--- config.mk ---
export PLATFORM = sky130hd
export DESIGN_NAME = uhsc_core
export DESIGN_NICKNAME = d
export VERILOG_FILES = /design/src/core/uhsc_pkg.sv /design/src/core/uhsc_buf.sv /design/src/core/uhsc_clkdiv.sv /design/src/core/uhsc_core.sv
export SDC_FILE = /design/constraint.sdc
export NUM_CORES = 1
export LEC_CHECK = 0
export ABC_AREA = 1
export BUFFER_PORTS_ARGS = -buffer_cell sky130_fd_sc_hd__buf_2
export CAP_MARGIN = 20
export CORE_MARGIN = 4
export CORE_UTILIZATION = 45
export CTS_BUF_LIST = sky130_fd_sc_hd__clkbuf_8
export CTS_CLUSTER_SIZE = 8
export DETAILED_ROUTE_END_ITERATION = 8
export GPL_TIMING_DRIVEN = 0
export HOLD_SLACK_MARGIN = 0.15
export PLACE_DENSITY_LB_ADDON = 0.3
export REMOVE_ABC_BUFFERS = 1
export SLEW_MARGIN = 15
export SYNTH_ARGS = -nofsm -noshare
export SYNTH_HDL_FRONTEND = slang
export SYNTH_SLANG_ARGS = --single-unit
--- constraint.sdc ---
create_clock -name clk -period 3.15 [get_ports clk]
set_clock_uncertainty 0.15 [all_clocks]
set_input_delay 0.1575 -clock clk [delete_from_list [all_inputs] [get_ports clk]]
set_output_delay 0.1575 -clock clk [all_outputs]
set_load 0.01 [all_outputs]
--- src/core/uhsc_pkg.sv ---
/*
  Package for the single-wire and card-mode transceiver logic: timing constants,
  frame layout, state encodings and the packed carriers shared by the files.
  Assumes a single 10 MHz clock and a baud timebase supplied from outside.
*/
package uhsc_pkg;

  // Clock and baud timing.
  localparam int unsigned CLK_PERIOD_NS = 100;
  localparam int unsigned OVERSAMPLE    = 16;
  localparam logic [3:0]  HALF_TICK     = 4'h7;
  localparam logic [3:0]  MID_TICK      = 4'h7;
  localparam logic [3:0]  LAST_TICK     = 4'hF;

  // Frame layout.
  localparam int unsigned DATA_BITS     = 8;
  localparam logic [3:0]  BIT_LAST_DATA = 4'h7;
  localparam logic [3:0]  BIT_PARITY    = 4'h8;
  localparam logic [3:0]  BIT_ZERO      = 4'h0;

  // Stop field encodings.
  localparam logic [1:0]  STOP_ONE      = 2'h0;
  localparam logic [1:0]  STOP_HALF     = 2'h1;
  localparam logic [1:0]  STOP_TWO      = 2'h2;
  localparam logic [1:0]  STOP_ONE_HALF = 2'h3;

  // Guard field and clock prescaler.
  localparam int unsigned GUARD_W       = 8;
  localparam int unsigned PSC_W         = 5;
  localparam logic [4:0]  PSC_OFF       = 5'h00;
  localparam logic [5:0]  DIV_ONE       = 6'h01;

  // NACK acceptance length in baud periods.
  localparam logic [1:0]  NACK_MAX_BITS = 2'h2;

  // Buffer depth.
  localparam int unsigned BUF_DEPTH     = 2;

  typedef enum logic [2:0] {
    UHSC_TX_IDLE  = 3'b000,
    UHSC_TX_DELAY = 3'b001,
    UHSC_TX_START = 3'b011,
    UHSC_TX_DATA  = 3'b010,
    UHSC_TX_PAR   = 3'b110,
    UHSC_TX_STOP  = 3'b111,
    UHSC_TX_GUARD = 3'b101
  } uhsc_tx_state_type;

  typedef enum logic [2:0] {
    UHSC_RX_IDLE  = 3'b000,
    UHSC_RX_START = 3'b001,
    UHSC_RX_DATA  = 3'b011,
    UHSC_RX_PAR   = 3'b010,
    UHSC_RX_STOP  = 3'b110,
    UHSC_RX_NACK  = 3'b111,
    UHSC_RX_QUIET = 3'b101
  } uhsc_rx_state_type;

  // Mode configuration carried as one bundle.
  typedef struct packed {
    logic       single_wire_select;
    logic       card_mode_enable;
    logic       clock_output_enable;
    logic       transmitter_on;
    logic       receiver_on;
    logic       word_length_select;
    logic       parity_enable;
    logic       parity_odd;
    logic [1:0] stop_bit_count;
    logic       parity_nack_enable;
  } uhsc_cfg_type;

  // Received word with its status.
  typedef struct packed {
    logic [7:0] data;
    logic       parity_error;
    logic       framing_error;
    logic       break_seen;
  } uhsc_rx_word_type;

endpackage : uhsc_pkg

--- src/core/uhsc_buf.sv ---
/*
  Two-entry buffer with valid and ready on both sides, holding received words.
  Assumes the drain side may stall for any number of cycles.
*/
`timescale 1ns/10ps
module uhsc_buf (
  // Clock and reset
  input  wire logic                      clk,
  input  wire logic                      reset,
  // Fill side
  input  wire logic                      in_valid,
  output logic                           in_ready,
  input  wire uhsc_pkg::uhsc_rx_word_type in_word,
  // Drain side
  output logic                           out_valid,
  input  wire logic                      out_ready,
  output uhsc_pkg::uhsc_rx_word_type     out_word
);

  uhsc_pkg::uhsc_rx_word_type mem_reg [uhsc_pkg::BUF_DEPTH];
  logic       wr_ptr_reg;
  logic       rd_ptr_reg;
  logic [1:0] count_reg;
  logic       push;
  logic       pop;

  assign in_ready  = (count_reg != 2'(uhsc_pkg::BUF_DEPTH));
  assign out_valid = (count_reg != 2'h0);
  assign push      = in_valid && in_ready;
  assign pop       = out_valid && out_ready;
  assign out_word  = mem_reg[rd_ptr_reg];

  genvar i;
  generate
    for (i = 0; i < uhsc_pkg::BUF_DEPTH; i++) begin : g_entry
      always_ff @(posedge clk or posedge reset) begin
        if (reset) begin
          mem_reg[i] <= '0;
        end else if (push && (wr_ptr_reg == 1'(i))) begin
          mem_reg[i] <= in_word;
        end
      end
    end
  endgenerate

  always_ff @(posedge clk or posedge reset) begin
    if (reset) begin
      wr_ptr_reg <= 1'b0;
      rd_ptr_reg <= 1'b0;
      count_reg  <= 2'h0;
    end else begin
      if (push) wr_ptr_reg <= ~wr_ptr_reg;
      if (pop) rd_ptr_reg <= ~rd_ptr_reg;
      if (push && !pop) count_reg <= count_reg + 2'h1;
      else if (pop && !push) count_reg <= count_reg - 2'h1;
    end
  end

endmodule : uhsc_buf

--- src/core/uhsc_clkdiv.sv ---
/*
  Card clock generator: divides the peripheral clock by twice a 5-bit prescaler.
  Assumes the prescaler is changed only while the card clock is disabled.
*/
`timescale 1ns/10ps
module uhsc_clkdiv (
  // Clock and reset
  input  wire logic       clk,
  input  wire logic       reset,
  // Control
  input  wire logic       enable,
  input  wire logic [4:0] prescaler,
  // Card clock
  output logic            card_clock_output
);

  logic [4:0] count_reg;
  logic       clk_out_reg;

  // A half period lasts prescaler cycles, so the ratio is twice the prescaler.
  always_ff @(posedge clk or posedge reset) begin
    if (reset) begin
      count_reg   <= 5'h00;
      clk_out_reg <= 1'b0;
    end else if (!enable || prescaler == uhsc_pkg::PSC_OFF) begin
      count_reg   <= 5'h00;
      clk_out_reg <= 1'b0;
    end else if (count_reg >= prescaler - 5'h01) begin
      count_reg   <= 5'h00;
      clk_out_reg <= ~clk_out_reg;
    end else begin
      count_reg <= count_reg + 5'h01;
    end
  end

  assign card_clock_output = clk_out_reg;

endmodule : uhsc_clkdiv

--- src/core/uhsc_core.sv ---
/*
  Single-wire half-duplex and card-mode transceiver logic: one shared open-drain
  line, NACK signalling, guard time on transfer complete and a card clock.
  Assumes a 16x oversampling tick from the baud generator and configuration
  held steady while the transceiver is enabled.
*/
// Summary of operation
// - Single-wire mode joins transmit and receive on the transmit pin.
// - Single-wire mode releases the transmit pin whenever no frame is sent.
// - Sending wins; in single-wire and card mode no reception starts while transmitting.
// - A data write with transmitter on starts sending without arbitration.
// - Card mode adds a further half baud delay before shifting starts.
// - On parity error with fractional stops, pull line low one bit if enabled.
// - Card-mode transmit stop: half bit idle, then sample midpoint; low sets framing error.
// - Receiver checks parity in first half stop, then forces low on error.
// - Empty shift register starts guard count; in card mode the completion flag waits for it.
// - Card mode does not change how the completion flag clears.
// - A NACK from the card is not taken as start; one or two bits.
// - The device's own NACK is not taken as a start bit.
// - Break detection is off in card mode; zero bytes are data.
// - No idle frame is sent when the transmit enable toggles in card mode.
// - Card clock is the peripheral clock divided by twice a 5-bit prescaler.
// - Completion flag means transmission fully finished.
`timescale 1ns/10ps
module uhsc_core (
  // Clock and reset
  input  wire logic                      clk,
  input  wire logic                      reset,
  // Configuration and baud timebase
  input  wire uhsc_pkg::uhsc_cfg_type    cfg,
  input  wire logic [7:0]                guard_time,
  input  wire logic [4:0]                card_prescaler,
  input  wire logic                      baud_tick,
  // Transmit data write
  input  wire logic                      tx_valid,
  output logic                           tx_ready,
  input  wire logic [7:0]                tx_data,
  // Received data
  output logic                           rx_valid,
  input  wire logic                      rx_ready,
  output uhsc_pkg::uhsc_rx_word_type     rx_word,
  // Status
  output logic                           transfer_complete_flag,
  input  wire logic                      transfer_complete_clear,
  output logic                           framing_error_flag,
  input  wire logic                      framing_error_clear,
  output logic                           tx_busy,
  // Line pins
  output logic                           tx_pin_out,
  output logic                           tx_pin_oe_n,
  input  wire logic                      tx_pin_in,
  input  wire logic                      rx_pin_in,
  output logic                           card_clock_output
);

  uhsc_pkg::uhsc_tx_state_type tx_state_reg;
  uhsc_pkg::uhsc_rx_state_type rx_state_reg;
  logic [3:0] tx_tick_reg;
  logic [3:0] tx_bit_reg;
  logic [7:0] tx_shift_reg;
  logic       tx_par_reg;
  logic       tx_stop_phase_reg;
  logic       tx_nack_reg;
  logic [7:0] guard_cnt_reg;
  logic       tc_reg;
  logic       fe_reg;
  logic [3:0] rx_tick_reg;
  logic [3:0] rx_bit_reg;
  logic [7:0] rx_shift_reg;
  logic       rx_par_reg;
  logic       rx_perr_reg;
  logic [1:0] quiet_bits_reg;
  logic       nack_drive_reg;
  logic       push_reg;
  uhsc_pkg::uhsc_rx_word_type push_word_reg;
  logic       buf_in_ready;

  logic one_wire;
  logic line_in;
  logic tx_bit_end;
  logic rx_bit_end;
  logic rx_mid;
  logic tx_drive_low;
  logic fractional_stop;
  logic load;

  assign one_wire        = cfg.single_wire_select || cfg.card_mode_enable;
  assign line_in         = one_wire ? tx_pin_in : rx_pin_in;
  assign tx_bit_end      = baud_tick && (tx_tick_reg == uhsc_pkg::LAST_TICK);
  assign rx_bit_end      = baud_tick && (rx_tick_reg == uhsc_pkg::LAST_TICK);
  assign rx_mid          = baud_tick && (rx_tick_reg == uhsc_pkg::MID_TICK);
  assign fractional_stop = (cfg.stop_bit_count == uhsc_pkg::STOP_HALF) ||
                           (cfg.stop_bit_count == uhsc_pkg::STOP_ONE_HALF);
  // Writes load the shifter only while idle or in the guard wait; receive storage does not stall it.
  assign tx_ready = cfg.transmitter_on &&
                    (tx_state_reg == uhsc_pkg::UHSC_TX_IDLE ||
                     tx_state_reg == uhsc_pkg::UHSC_TX_GUARD);
  assign load     = tx_valid && tx_ready;
  assign tx_busy  = (tx_state_reg != uhsc_pkg::UHSC_TX_IDLE) &&
                    (tx_state_reg != uhsc_pkg::UHSC_TX_GUARD);

  // Transmit sequencer.
  always_ff @(posedge clk or posedge reset) begin
    if (reset) begin
      tx_state_reg      <= uhsc_pkg::UHSC_TX_IDLE;
      tx_tick_reg       <= 4'h0;
      tx_bit_reg        <= 4'h0;
      tx_shift_reg      <= 8'h00;
      tx_par_reg        <= 1'b0;
      tx_stop_phase_reg <= 1'b0;
      tx_nack_reg       <= 1'b0;
    end else begin
      if (baud_tick) tx_tick_reg <= tx_tick_reg + 4'h1;
      case (tx_state_reg)
        uhsc_pkg::UHSC_TX_IDLE, uhsc_pkg::UHSC_TX_GUARD: begin
          // Enabling the transmitter sends nothing until a word is written.
          if (load) begin
            tx_shift_reg <= tx_data;
            tx_par_reg   <= cfg.parity_odd;
            tx_bit_reg   <= uhsc_pkg::BIT_ZERO;
            tx_tick_reg  <= 4'h0;
            tx_state_reg <= cfg.card_mode_enable ? uhsc_pkg::UHSC_TX_DELAY
                                                 : uhsc_pkg::UHSC_TX_START;
          end else if (tx_state_reg == uhsc_pkg::UHSC_TX_GUARD &&
                       (!cfg.card_mode_enable || guard_cnt_reg >= guard_time)) begin
            tx_state_reg <= uhsc_pkg::UHSC_TX_IDLE;
          end
        end
        uhsc_pkg::UHSC_TX_DELAY: begin
          if (baud_tick && tx_tick_reg == uhsc_pkg::HALF_TICK) begin
            tx_tick_reg  <= 4'h0;
            tx_state_reg <= uhsc_pkg::UHSC_TX_START;
          end
        end
        uhsc_pkg::UHSC_TX_START: begin
          if (tx_bit_end) tx_state_reg <= uhsc_pkg::UHSC_TX_DATA;
        end
        uhsc_pkg::UHSC_TX_DATA: begin
          if (tx_bit_end) begin
            tx_par_reg   <= tx_par_reg ^ tx_shift_reg[0];
            tx_shift_reg <= {1'b1, tx_shift_reg[7:1]};
            tx_bit_reg   <= tx_bit_reg + 4'h1;
            if (tx_bit_reg == uhsc_pkg::BIT_LAST_DATA) begin
              tx_stop_phase_reg <= 1'b0;
              tx_nack_reg       <= 1'b0;
              tx_state_reg      <= cfg.parity_enable ? uhsc_pkg::UHSC_TX_PAR
                                                     : uhsc_pkg::UHSC_TX_STOP;
            end
          end
        end
        uhsc_pkg::UHSC_TX_PAR: begin
          if (tx_bit_end) tx_state_reg <= uhsc_pkg::UHSC_TX_STOP;
        end
        uhsc_pkg::UHSC_TX_STOP: begin
          // Card stop: half bit doing nothing, then one bit sampled mid-way.
          if (cfg.card_mode_enable && !tx_stop_phase_reg) begin
            if (baud_tick && tx_tick_reg == uhsc_pkg::HALF_TICK) begin
              tx_tick_reg       <= 4'h0;
              tx_stop_phase_reg <= 1'b1;
            end
          end else begin
            if (baud_tick && tx_tick_reg == uhsc_pkg::MID_TICK && !line_in) begin
              tx_nack_reg <= cfg.card_mode_enable;
            end
            if (tx_bit_end) tx_state_reg <= uhsc_pkg::UHSC_TX_GUARD;
          end
        end
        default: tx_state_reg <= uhsc_pkg::UHSC_TX_IDLE;
      endcase
    end
  end
  // Guard counter: clears on each load, steps once per bit while waiting.
  always_ff @(posedge clk or posedge reset) begin
    if (reset) begin
      guard_cnt_reg <= 8'h00;
    end else if (load) begin
      guard_cnt_reg <= 8'h00;
    end else if (tx_state_reg == uhsc_pkg::UHSC_TX_GUARD && tx_bit_end &&
                 guard_cnt_reg < guard_time) begin
      guard_cnt_reg <= guard_cnt_reg + 8'h01;
    end
  end
  // Completion flag: set at frame end, after the guard wait in card mode only; clears as usual.
  always_ff @(posedge clk or posedge reset) begin
    if (reset) begin
      tc_reg <= 1'b1;
    end else if (tx_state_reg == uhsc_pkg::UHSC_TX_GUARD && !load &&
                 (!cfg.card_mode_enable || guard_cnt_reg >= guard_time)) begin
      tc_reg <= 1'b1;
    end else if (transfer_complete_clear || load) begin
      tc_reg <= 1'b0;
    end
  end
  // Framing error flag: set by a NACK at the end of the stop period, or by a stored word with a low stop bit.
  always_ff @(posedge clk or posedge reset) begin
    if (reset) begin
      fe_reg <= 1'b0;
    end else if ((tx_state_reg == uhsc_pkg::UHSC_TX_STOP && tx_bit_end && tx_nack_reg) ||
                 (push_reg && push_word_reg.framing_error)) begin
      fe_reg <= 1'b1;
    end else if (framing_error_clear) begin
      fe_reg <= 1'b0;
    end
  end

  // Receive sequencer.
  always_ff @(posedge clk or posedge reset) begin
    if (reset) begin
      rx_state_reg   <= uhsc_pkg::UHSC_RX_IDLE;
      rx_tick_reg    <= 4'h0;
      rx_bit_reg     <= 4'h0;
      rx_shift_reg   <= 8'h00;
      rx_par_reg     <= 1'b0;
      rx_perr_reg    <= 1'b0;
      quiet_bits_reg <= 2'h0;
      nack_drive_reg <= 1'b0;
      push_reg       <= 1'b0;
      push_word_reg  <= '0;
    end else begin
      push_reg <= 1'b0;
      if (baud_tick) rx_tick_reg <= rx_tick_reg + 4'h1;
      case (rx_state_reg)
        uhsc_pkg::UHSC_RX_IDLE: begin
          // Sending wins: the receiver stays idle while the line is ours.
          if (cfg.card_mode_enable && tx_state_reg == uhsc_pkg::UHSC_TX_STOP && tx_bit_end) begin
            quiet_bits_reg <= 2'h0;
            rx_state_reg   <= uhsc_pkg::UHSC_RX_QUIET;
          end else if (cfg.receiver_on && !line_in && !(one_wire && tx_busy)) begin
            rx_tick_reg  <= 4'h0;
            rx_state_reg <= uhsc_pkg::UHSC_RX_START;
          end
        end
        uhsc_pkg::UHSC_RX_START: begin
          if (rx_mid && line_in) rx_state_reg <= uhsc_pkg::UHSC_RX_IDLE;
          else if (rx_bit_end) begin
            rx_bit_reg   <= uhsc_pkg::BIT_ZERO;
            rx_par_reg   <= cfg.parity_odd;
            rx_state_reg <= uhsc_pkg::UHSC_RX_DATA;
          end
        end
        uhsc_pkg::UHSC_RX_DATA: begin
          if (rx_mid) begin
            rx_shift_reg <= {line_in, rx_shift_reg[7:1]};
            rx_par_reg   <= rx_par_reg ^ line_in;
          end
          if (rx_bit_end) begin
            rx_bit_reg <= rx_bit_reg + 4'h1;
            if (rx_bit_reg == uhsc_pkg::BIT_LAST_DATA) begin
              rx_state_reg <= cfg.parity_enable ? uhsc_pkg::UHSC_RX_PAR
                                                : uhsc_pkg::UHSC_RX_STOP;
              rx_perr_reg  <= 1'b0;
            end
          end
        end
        uhsc_pkg::UHSC_RX_PAR: begin
          if (rx_mid) rx_perr_reg <= rx_par_reg ^ line_in;
          if (rx_bit_end) rx_state_reg <= uhsc_pkg::UHSC_RX_STOP;
        end
        uhsc_pkg::UHSC_RX_STOP: begin
          // Stop sampled mid-bit; a word that cannot be stored waits here.
          if (rx_mid && buf_in_ready) begin
            push_reg                    <= 1'b1;
            push_word_reg.data          <= rx_shift_reg;
            push_word_reg.parity_error  <= rx_perr_reg;
            push_word_reg.framing_error <= !line_in;
            push_word_reg.break_seen    <= !line_in && !cfg.card_mode_enable &&
                                           (rx_shift_reg == 8'h00);
            rx_tick_reg                 <= 4'h0;
            if (cfg.card_mode_enable && rx_perr_reg && cfg.parity_nack_enable &&
                fractional_stop) begin
              nack_drive_reg <= 1'b1;
              rx_state_reg   <= uhsc_pkg::UHSC_RX_NACK;
            end else if (cfg.card_mode_enable) begin
              quiet_bits_reg <= 2'h0;
              rx_state_reg   <= uhsc_pkg::UHSC_RX_QUIET;
            end else begin
              rx_state_reg <= uhsc_pkg::UHSC_RX_IDLE;
            end
          end
        end
        uhsc_pkg::UHSC_RX_NACK: begin
          if (rx_bit_end) begin
            nack_drive_reg <= 1'b0;
            quiet_bits_reg <= 2'h0;
            rx_state_reg   <= uhsc_pkg::UHSC_RX_QUIET;
          end
        end
        uhsc_pkg::UHSC_RX_QUIET: begin
          // Lows after a frame are NACK pulses, ignored up to two bits long.
          if (rx_bit_end) quiet_bits_reg <= quiet_bits_reg + 2'h1;
          if (line_in && quiet_bits_reg != 2'h0) rx_state_reg <= uhsc_pkg::UHSC_RX_IDLE;
          else if (quiet_bits_reg == uhsc_pkg::NACK_MAX_BITS) begin
            rx_state_reg <= uhsc_pkg::UHSC_RX_IDLE;
          end
        end
        default: rx_state_reg <= uhsc_pkg::UHSC_RX_IDLE;
      endcase
    end
  end

  // Pin drive: low only while sending a zero or a NACK; released otherwise.
  always_comb begin
    case (tx_state_reg)
      uhsc_pkg::UHSC_TX_START: tx_drive_low = 1'b1;
      uhsc_pkg::UHSC_TX_DATA:  tx_drive_low = !tx_shift_reg[0];
      uhsc_pkg::UHSC_TX_PAR:   tx_drive_low = !tx_par_reg;
      default:                 tx_drive_low = 1'b0;
    endcase
  end

  assign tx_pin_out  = 1'b0;
  assign tx_pin_oe_n = !(tx_drive_low || nack_drive_reg);
  assign transfer_complete_flag = tc_reg;
  assign framing_error_flag     = fe_reg;

  uhsc_buf u_buf (
    .clk       (clk),
    .reset     (reset),
    .in_valid  (push_reg),
    .in_ready  (buf_in_ready),
    .in_word   (push_word_reg),
    .out_valid (rx_valid),
    .out_ready (rx_ready),
    .out_word  (rx_word)
  );

  uhsc_clkdiv u_clkdiv (
    .clk               (clk),
    .reset             (reset),
    .enable            (cfg.card_mode_enable && cfg.clock_output_enable),
    .prescaler         (card_prescaler),
    .card_clock_output (card_clock_output)
  );

endmodule : uhsc_core

# After elaboration in Yosys (flattened, before gate mapping)
# Cells that the tools add are included.
dict set report totals {
  reg_bits 100
  inputBits 41
  out_inout_bits 19
  wordCells 290
}
dict set report op_classes {
  add_sub_neg 10
  order_cmp 4
  eq_ne 52
  n_mux 95
  n_bitwise 6
  reduce_logical 87
}
# op n
set ops {}
lappend ops {{$mux 3} 23}
lappend ops {{$mux 4} 13}
lappend ops {{$ne 2x2->1 const B} 26}
lappend ops {{$logic_and 1x1->1} 37}
lappend ops {{$mux 11} 3}
lappend ops {{$mux 8} 4}
lappend ops {{$mux 1} 26}
lappend ops {{$pmux 4 s2} 3}
lappend ops {{$reduce_bool 2->1} 12}
lappend ops {{$pmux 3 s7} 1}
lappend ops {{$eq 3x3->1 const B} 6}
lappend ops {{$mux 2} 9}
lappend ops {{$pmux 3 s6} 1}
lappend ops {{$add 4x1->4 const B} 4}
lappend ops {{$eq 4x3->1 const B} 4}
lappend ops {{$pmux 8 s2} 1}
lappend ops {{$reduce_and 4->1} 4}
lappend ops {{$reduce_and 8->1} 2}
lappend ops {{$ne 3x3->1 const B} 5}
lappend ops {{$eq 3x2->1 const B} 4}
lappend ops {{$pmux 1 s2} 6}
lappend ops {{$pmux 4 s3} 1}
lappend ops {{$logic_not 1->1} 11}
lappend ops {{$mux 5} 2}
lappend ops {{29 further kinds} 46}

# Logic depth before layout (Yosys ltp)
dict set report depth {
  depth_word 8
  depth_mapped 14
  mapped_depth_nobuf 14
}

# Hierarchy
# From an unflattened synthesis, not the netlist that was laid out.
dict set report unflattened {
  cells_unflattened 727
  hier_area_um2 5651.7
}
# module n_inst cells_each area_each_um2 seq_area_each_um2
set modules_own_cells {}
lappend modules_own_cells {uhsc_core 1 501 3846.2 1702.9}
lappend modules_own_cells {uhsc_buf 1 163 1305.0 650.6}
lappend modules_own_cells {uhsc_clkdiv 1 63 500.5 150.1}

# Worst setup path before layout
# No wires, ideal clock.
dict set report synth_path {
  kind {input port to flip-flop}
  startpoint {input port card_prescaler[0]}
  endpoint {register u_clkdiv.clk_out_reg (netlist: u_clkdiv.card_clock_output)}
  setup_time_ns 0.129
  arrival_ns 1.490
  required_time_ns 2.871
  path_slack_ns 1.381
  cell_stages 11
  n_path_buf 0
  cell_sequence {inv_1 > ha_1 > nand3b_1 > nand2_1 > inv_1 > ha_1 > a21oi_1 > o21a_1 > nand4_1 > nand3_1 > o21ai_0}
}
dict set report synth_between {
  elab_chain_cells 3
  elab_cells_between_ends 6
  classes_between {1 x add/sub; 1 x order compare; 1 x mux; 3 x reduce/logical}
}
# item line
set synth_lines {}
lappend synth_lines {{start, declared} uhsc_core.sv:32} ;# input wire logic [4:0] card_prescaler,
lappend synth_lines {{$sub 5x1->5 / $logic_not 5->1 (equally long branches)} {uhsc_clkdiv.sv:28, uhsc_clkdiv.sv:25}}
lappend synth_lines {{$ge 5x5->1 / $logic_or 1x1->1 (equally long branches)} {uhsc_clkdiv.sv:28, uhsc_clkdiv.sv:25}}
lappend synth_lines {{$reduce_bool 2->1 (no line) / $mux 1 (equally long branches)} -}
lappend synth_lines {{end signal, assigned} uhsc_clkdiv.sv:30} ;# clk_out_reg <= ~clk_out_reg;
lappend synth_lines {{end, declared} uhsc_clkdiv.sv:18} ;# logic clk_out_reg;
# Parallel ways exist; a longest one is shown, timed or not.
# A chain may end at the register's enable or synchronous reset.

# Worst setup path in the final report
dict set report layout_path {
  startpoint {register rx_tick_reg[0]}
  endpoint {register push_word_reg[0] (netlist name)}
}
dict set report layout_between {
  elab_chain_cells 4
}
# item line
set layout_lines {}
lappend layout_lines {{start, declared} uhsc_core.sv:67} ;# logic [3:0] rx_tick_reg;
lappend layout_lines {{start signal, assigned} uhsc_core.sv:221} ;# if (baud_tick) rx_tick_reg <= rx_tick_reg + 4'h1;
lappend layout_lines {{$eq 4x3->1} uhsc_core.sv:91} ;# assign rx_mid = baud_tick && (rx_tick_reg == uhsc_pkg::MID_TICK);
lappend layout_lines {{$logic_and 1x1->1} uhsc_core.sv:91}
lappend layout_lines {{$logic_and 1x1->1} uhsc_core.sv:261} ;# if (rx_mid && buf_in_ready) begin
lappend layout_lines {{$reduce_and 2->1 (no line)} -}
lappend layout_lines {{end, declared} uhsc_core.sv:75} ;# uhsc_pkg::uhsc_rx_word_type push_word_reg;
# No other way between the ends.

==> metrics.cfg <==
[status]
status=completed

[detailed_routing]
drc=0
drt-initial-drc-count=275
vias=4547
drt_pass1_iterations=5
viasPerCell=5.11
drt-total-wl_microns=11300
wl_per_cell_microns=12.7
ant_nets=0

[cts]
post_cts_buffers=0
cts_tree=done
numCtsBuffers=9
htreeDepth=3
cts_sinks=100
clk_latency_ns=0.37
clk_pin_slew_ns=0.09
cts_root_buf=clkbuf_8
clk_path_buf_depth=2

[critical_path]
regToRegSetupSlack_ns=0.31
r2r_end=push_word_reg[0]
reg2reg_depth=9
crit_type=register to register
crit_end=push_word_reg[0]
timing.rr.start=rx_tick_reg[0]
worstPathRequired_ns=3.31
cp-end-kind=register
cp.arrival_ns=3.00
critical_path.max_fanout=12
crit_path_start=rx_tick_reg[0]
startpoint_type=register

[sta]
drv_slew=0
fin_crit_sh_pct=90.1
period_minus_slack_ns=2.84
tightest_slew_ns=0.750
max-slew-margin-rel_pct=49.8
rsz0062_at_grt=false
max_freq_mhz=353
holdWs_ns=0.181
final_hold_viol_count=0
setup_viol=0

[grt]
overflow=0
grt_usage_pct=16.8
antenna_found_initial=0
grt_pass1_wl_microns=19600
grt_pass1_vias=4477
grt_max_degree=58

[yosys]
yosys.area.top_type=dfrtp_1
synth_top_cells_by_area=dfrtp_1 (46%), nand2_1 (12%), inv_1 (6.3%), o21ai_0 (5.4%), ha_1 (4.8%)
netlist-cell-type-count=46
async_reset_ff_share_pct=100
synth_common_cells=nand2_1 (170), dfrtp_1 (99), inv_1 (91)
synth_seq_area_share_pct=46.0
synth_edf_count=0
syn_area_sq_mm=0.00544
synth.top_cell.area_share_pct=45.5
ys_seq_elements=100
post-synth-top-count-cell=nand2_1
synth-main-ff-cell=dfrtp_1
syn_area_per_cell_sq_um=8.13
ys_warn_count=0
netlist_instances=669

[power]
total_power_mw=3.82
swShare_pct=38.8
pwr-share-seq_pct=46.9
p_sw_mw=1.48
power_frac_comb_pct=34.0
power.density_mw_per_mm2=612
clockPowerShare_pct=19.0
internal-power_mw=2.34
p_leak_nw=3.31
vdd_ir_drop_max_v=0.000324

[cells_and_area]
final.fill_count=1112
largest_reg_flops=22
syn_to_final_growth_pct=14.7
diodes=0
fin_nets=805
final_core_util_pct=53.8
final_layout_size_suffix_gt1_share_pct=14.3

[floorplanning]
core-area_sq_mm=0.0116
fp-row-count=39
pin_count=60
die_w_microns=118
initial_core_util_pct=46.9
die_h_microns=118
die-area_sq_mm=0.0139

[job]
drv_cap=0

[placed_design]
hpwlAfterDp_microns=8300
portBuffers=56
finalWeightedCongestion=0.832

[hold_path]
hold_class=input pin to async pin

logic make-up after synthesis:
family	after synthesis	synth area share, %
XOR/XNOR	19	3.06
flip-flops	100	46.0
adder cells (fa/ha/maj)	21	4.83
buffers and inverters	113	8.55
AO/OA/AOI/OAI	102	10.4
multiplexers	15	3.10
other	1	0.0689
AND/OR/NAND/NOR	298	24.0
metal layers:
metal	track usage [%]	vias to the layer above	part of all wire [%]	routed length, microns
li1	-	2302	-	-
met2	29.8	95	50	5640
met4	4.91	0	1.1	127
met3	3.36	11	3.8	428
met1	20.7	2139	45	5110
met5	0	-	0	0
layout make-up:
cell class / count / area (sq um) / share of cell area [%]
clock buffers: 9 / 124 / 1.98
clock inverters: 6 / 42.5 / 0.681
inverters: 93 / 355 / 5.69
multi-input cells: 456 / 2470 / 39.6
flip-flops and latches: 100 / 2500 / 40.1
well taps: 143 / 179 / 2.87
repair buffers: 83 / 567 / 9.08
critical path: stages (launching register included):
cell	delay, ns
dfrtp_1	0.41
ha_1	0.20
nand3_2	0.12
nor2_2	0.20
nand2_1	0.12
nor2_1	0.56
buf_6	0.24
nand2_1	0.08
o22ai_1	0.14
dlygate4sd3_1	0.56
placed cells by master (no fill, tap or decap), types with 4 or more instances in the layout:
cell type,Yosys,layout
xor2_1,10,10
a21oi_1,18,18
buf_2,8,56
nor3_1,5,5
mux2_2,15,15
clkbuf_8,0,9
nor2_2,5,5
dfrtp_1,99,99
o21ai_1,4,4
nand2_1,170,170
o21ai_0,59,59
nand4_1,11,11
xnor2_1,9,9
nand3_1,42,42
inv_1,91,91
nor2_1,48,48
o211ai_1,8,8
dlygate4sd3_1,0,24
ha_1,21,21
through the flow:
stage | std cells | TNS, ns | worst slack [ns] | area, sq um
floorplan | 649 | 0 | 0.225 | 5330
global placement | 848 | -88.67 | -0.901 | 5790
detailed placement | 851 | 0 | 0.891 | 5840
CTS | 890 | 0 | 0.330 | 6240
global route | 890 | 0 | 0.104 | 6240
finish | 890 | 0 | 0.313 | 6240
power groups by stage:
stage               Clock (mW)  Sequential (mW)  Combinational [mW]
global route             0.808             1.84                1.52
finish                   0.728             1.79                1.30
global placement             0             1.80                1.20
detailed placement           0             1.82                1.27
CTS                      0.760             1.79                1.30
floorplan                    0             1.75               0.977
what timing repair did:
action | in CTS | in global routing
endpoints found under the hold margin | 140 | 0
hold buffers | 24 | 0
gates resized for setup | 0 | 0
worst min-delay path by stage:
stage                              startpoint            endpoint  slack [ns]  cells past startpoint
final                                   reset   u_buf.mem_reg[18]        0.18                      3
after global routing                   cfg[6]      rx_tick_reg[3]        0.21                      5
after CTS                              cfg[6]      rx_tick_reg[3]        0.16                      5
after detailed placement                reset    u_buf.mem_reg[9]        0.05                      2
after global placement    framing_error_clear  framing_error_flag        0.19                      2
after floorplan           framing_error_clear  framing_error_flag        0.10                      1
Power figures use the tool's default switching activity.
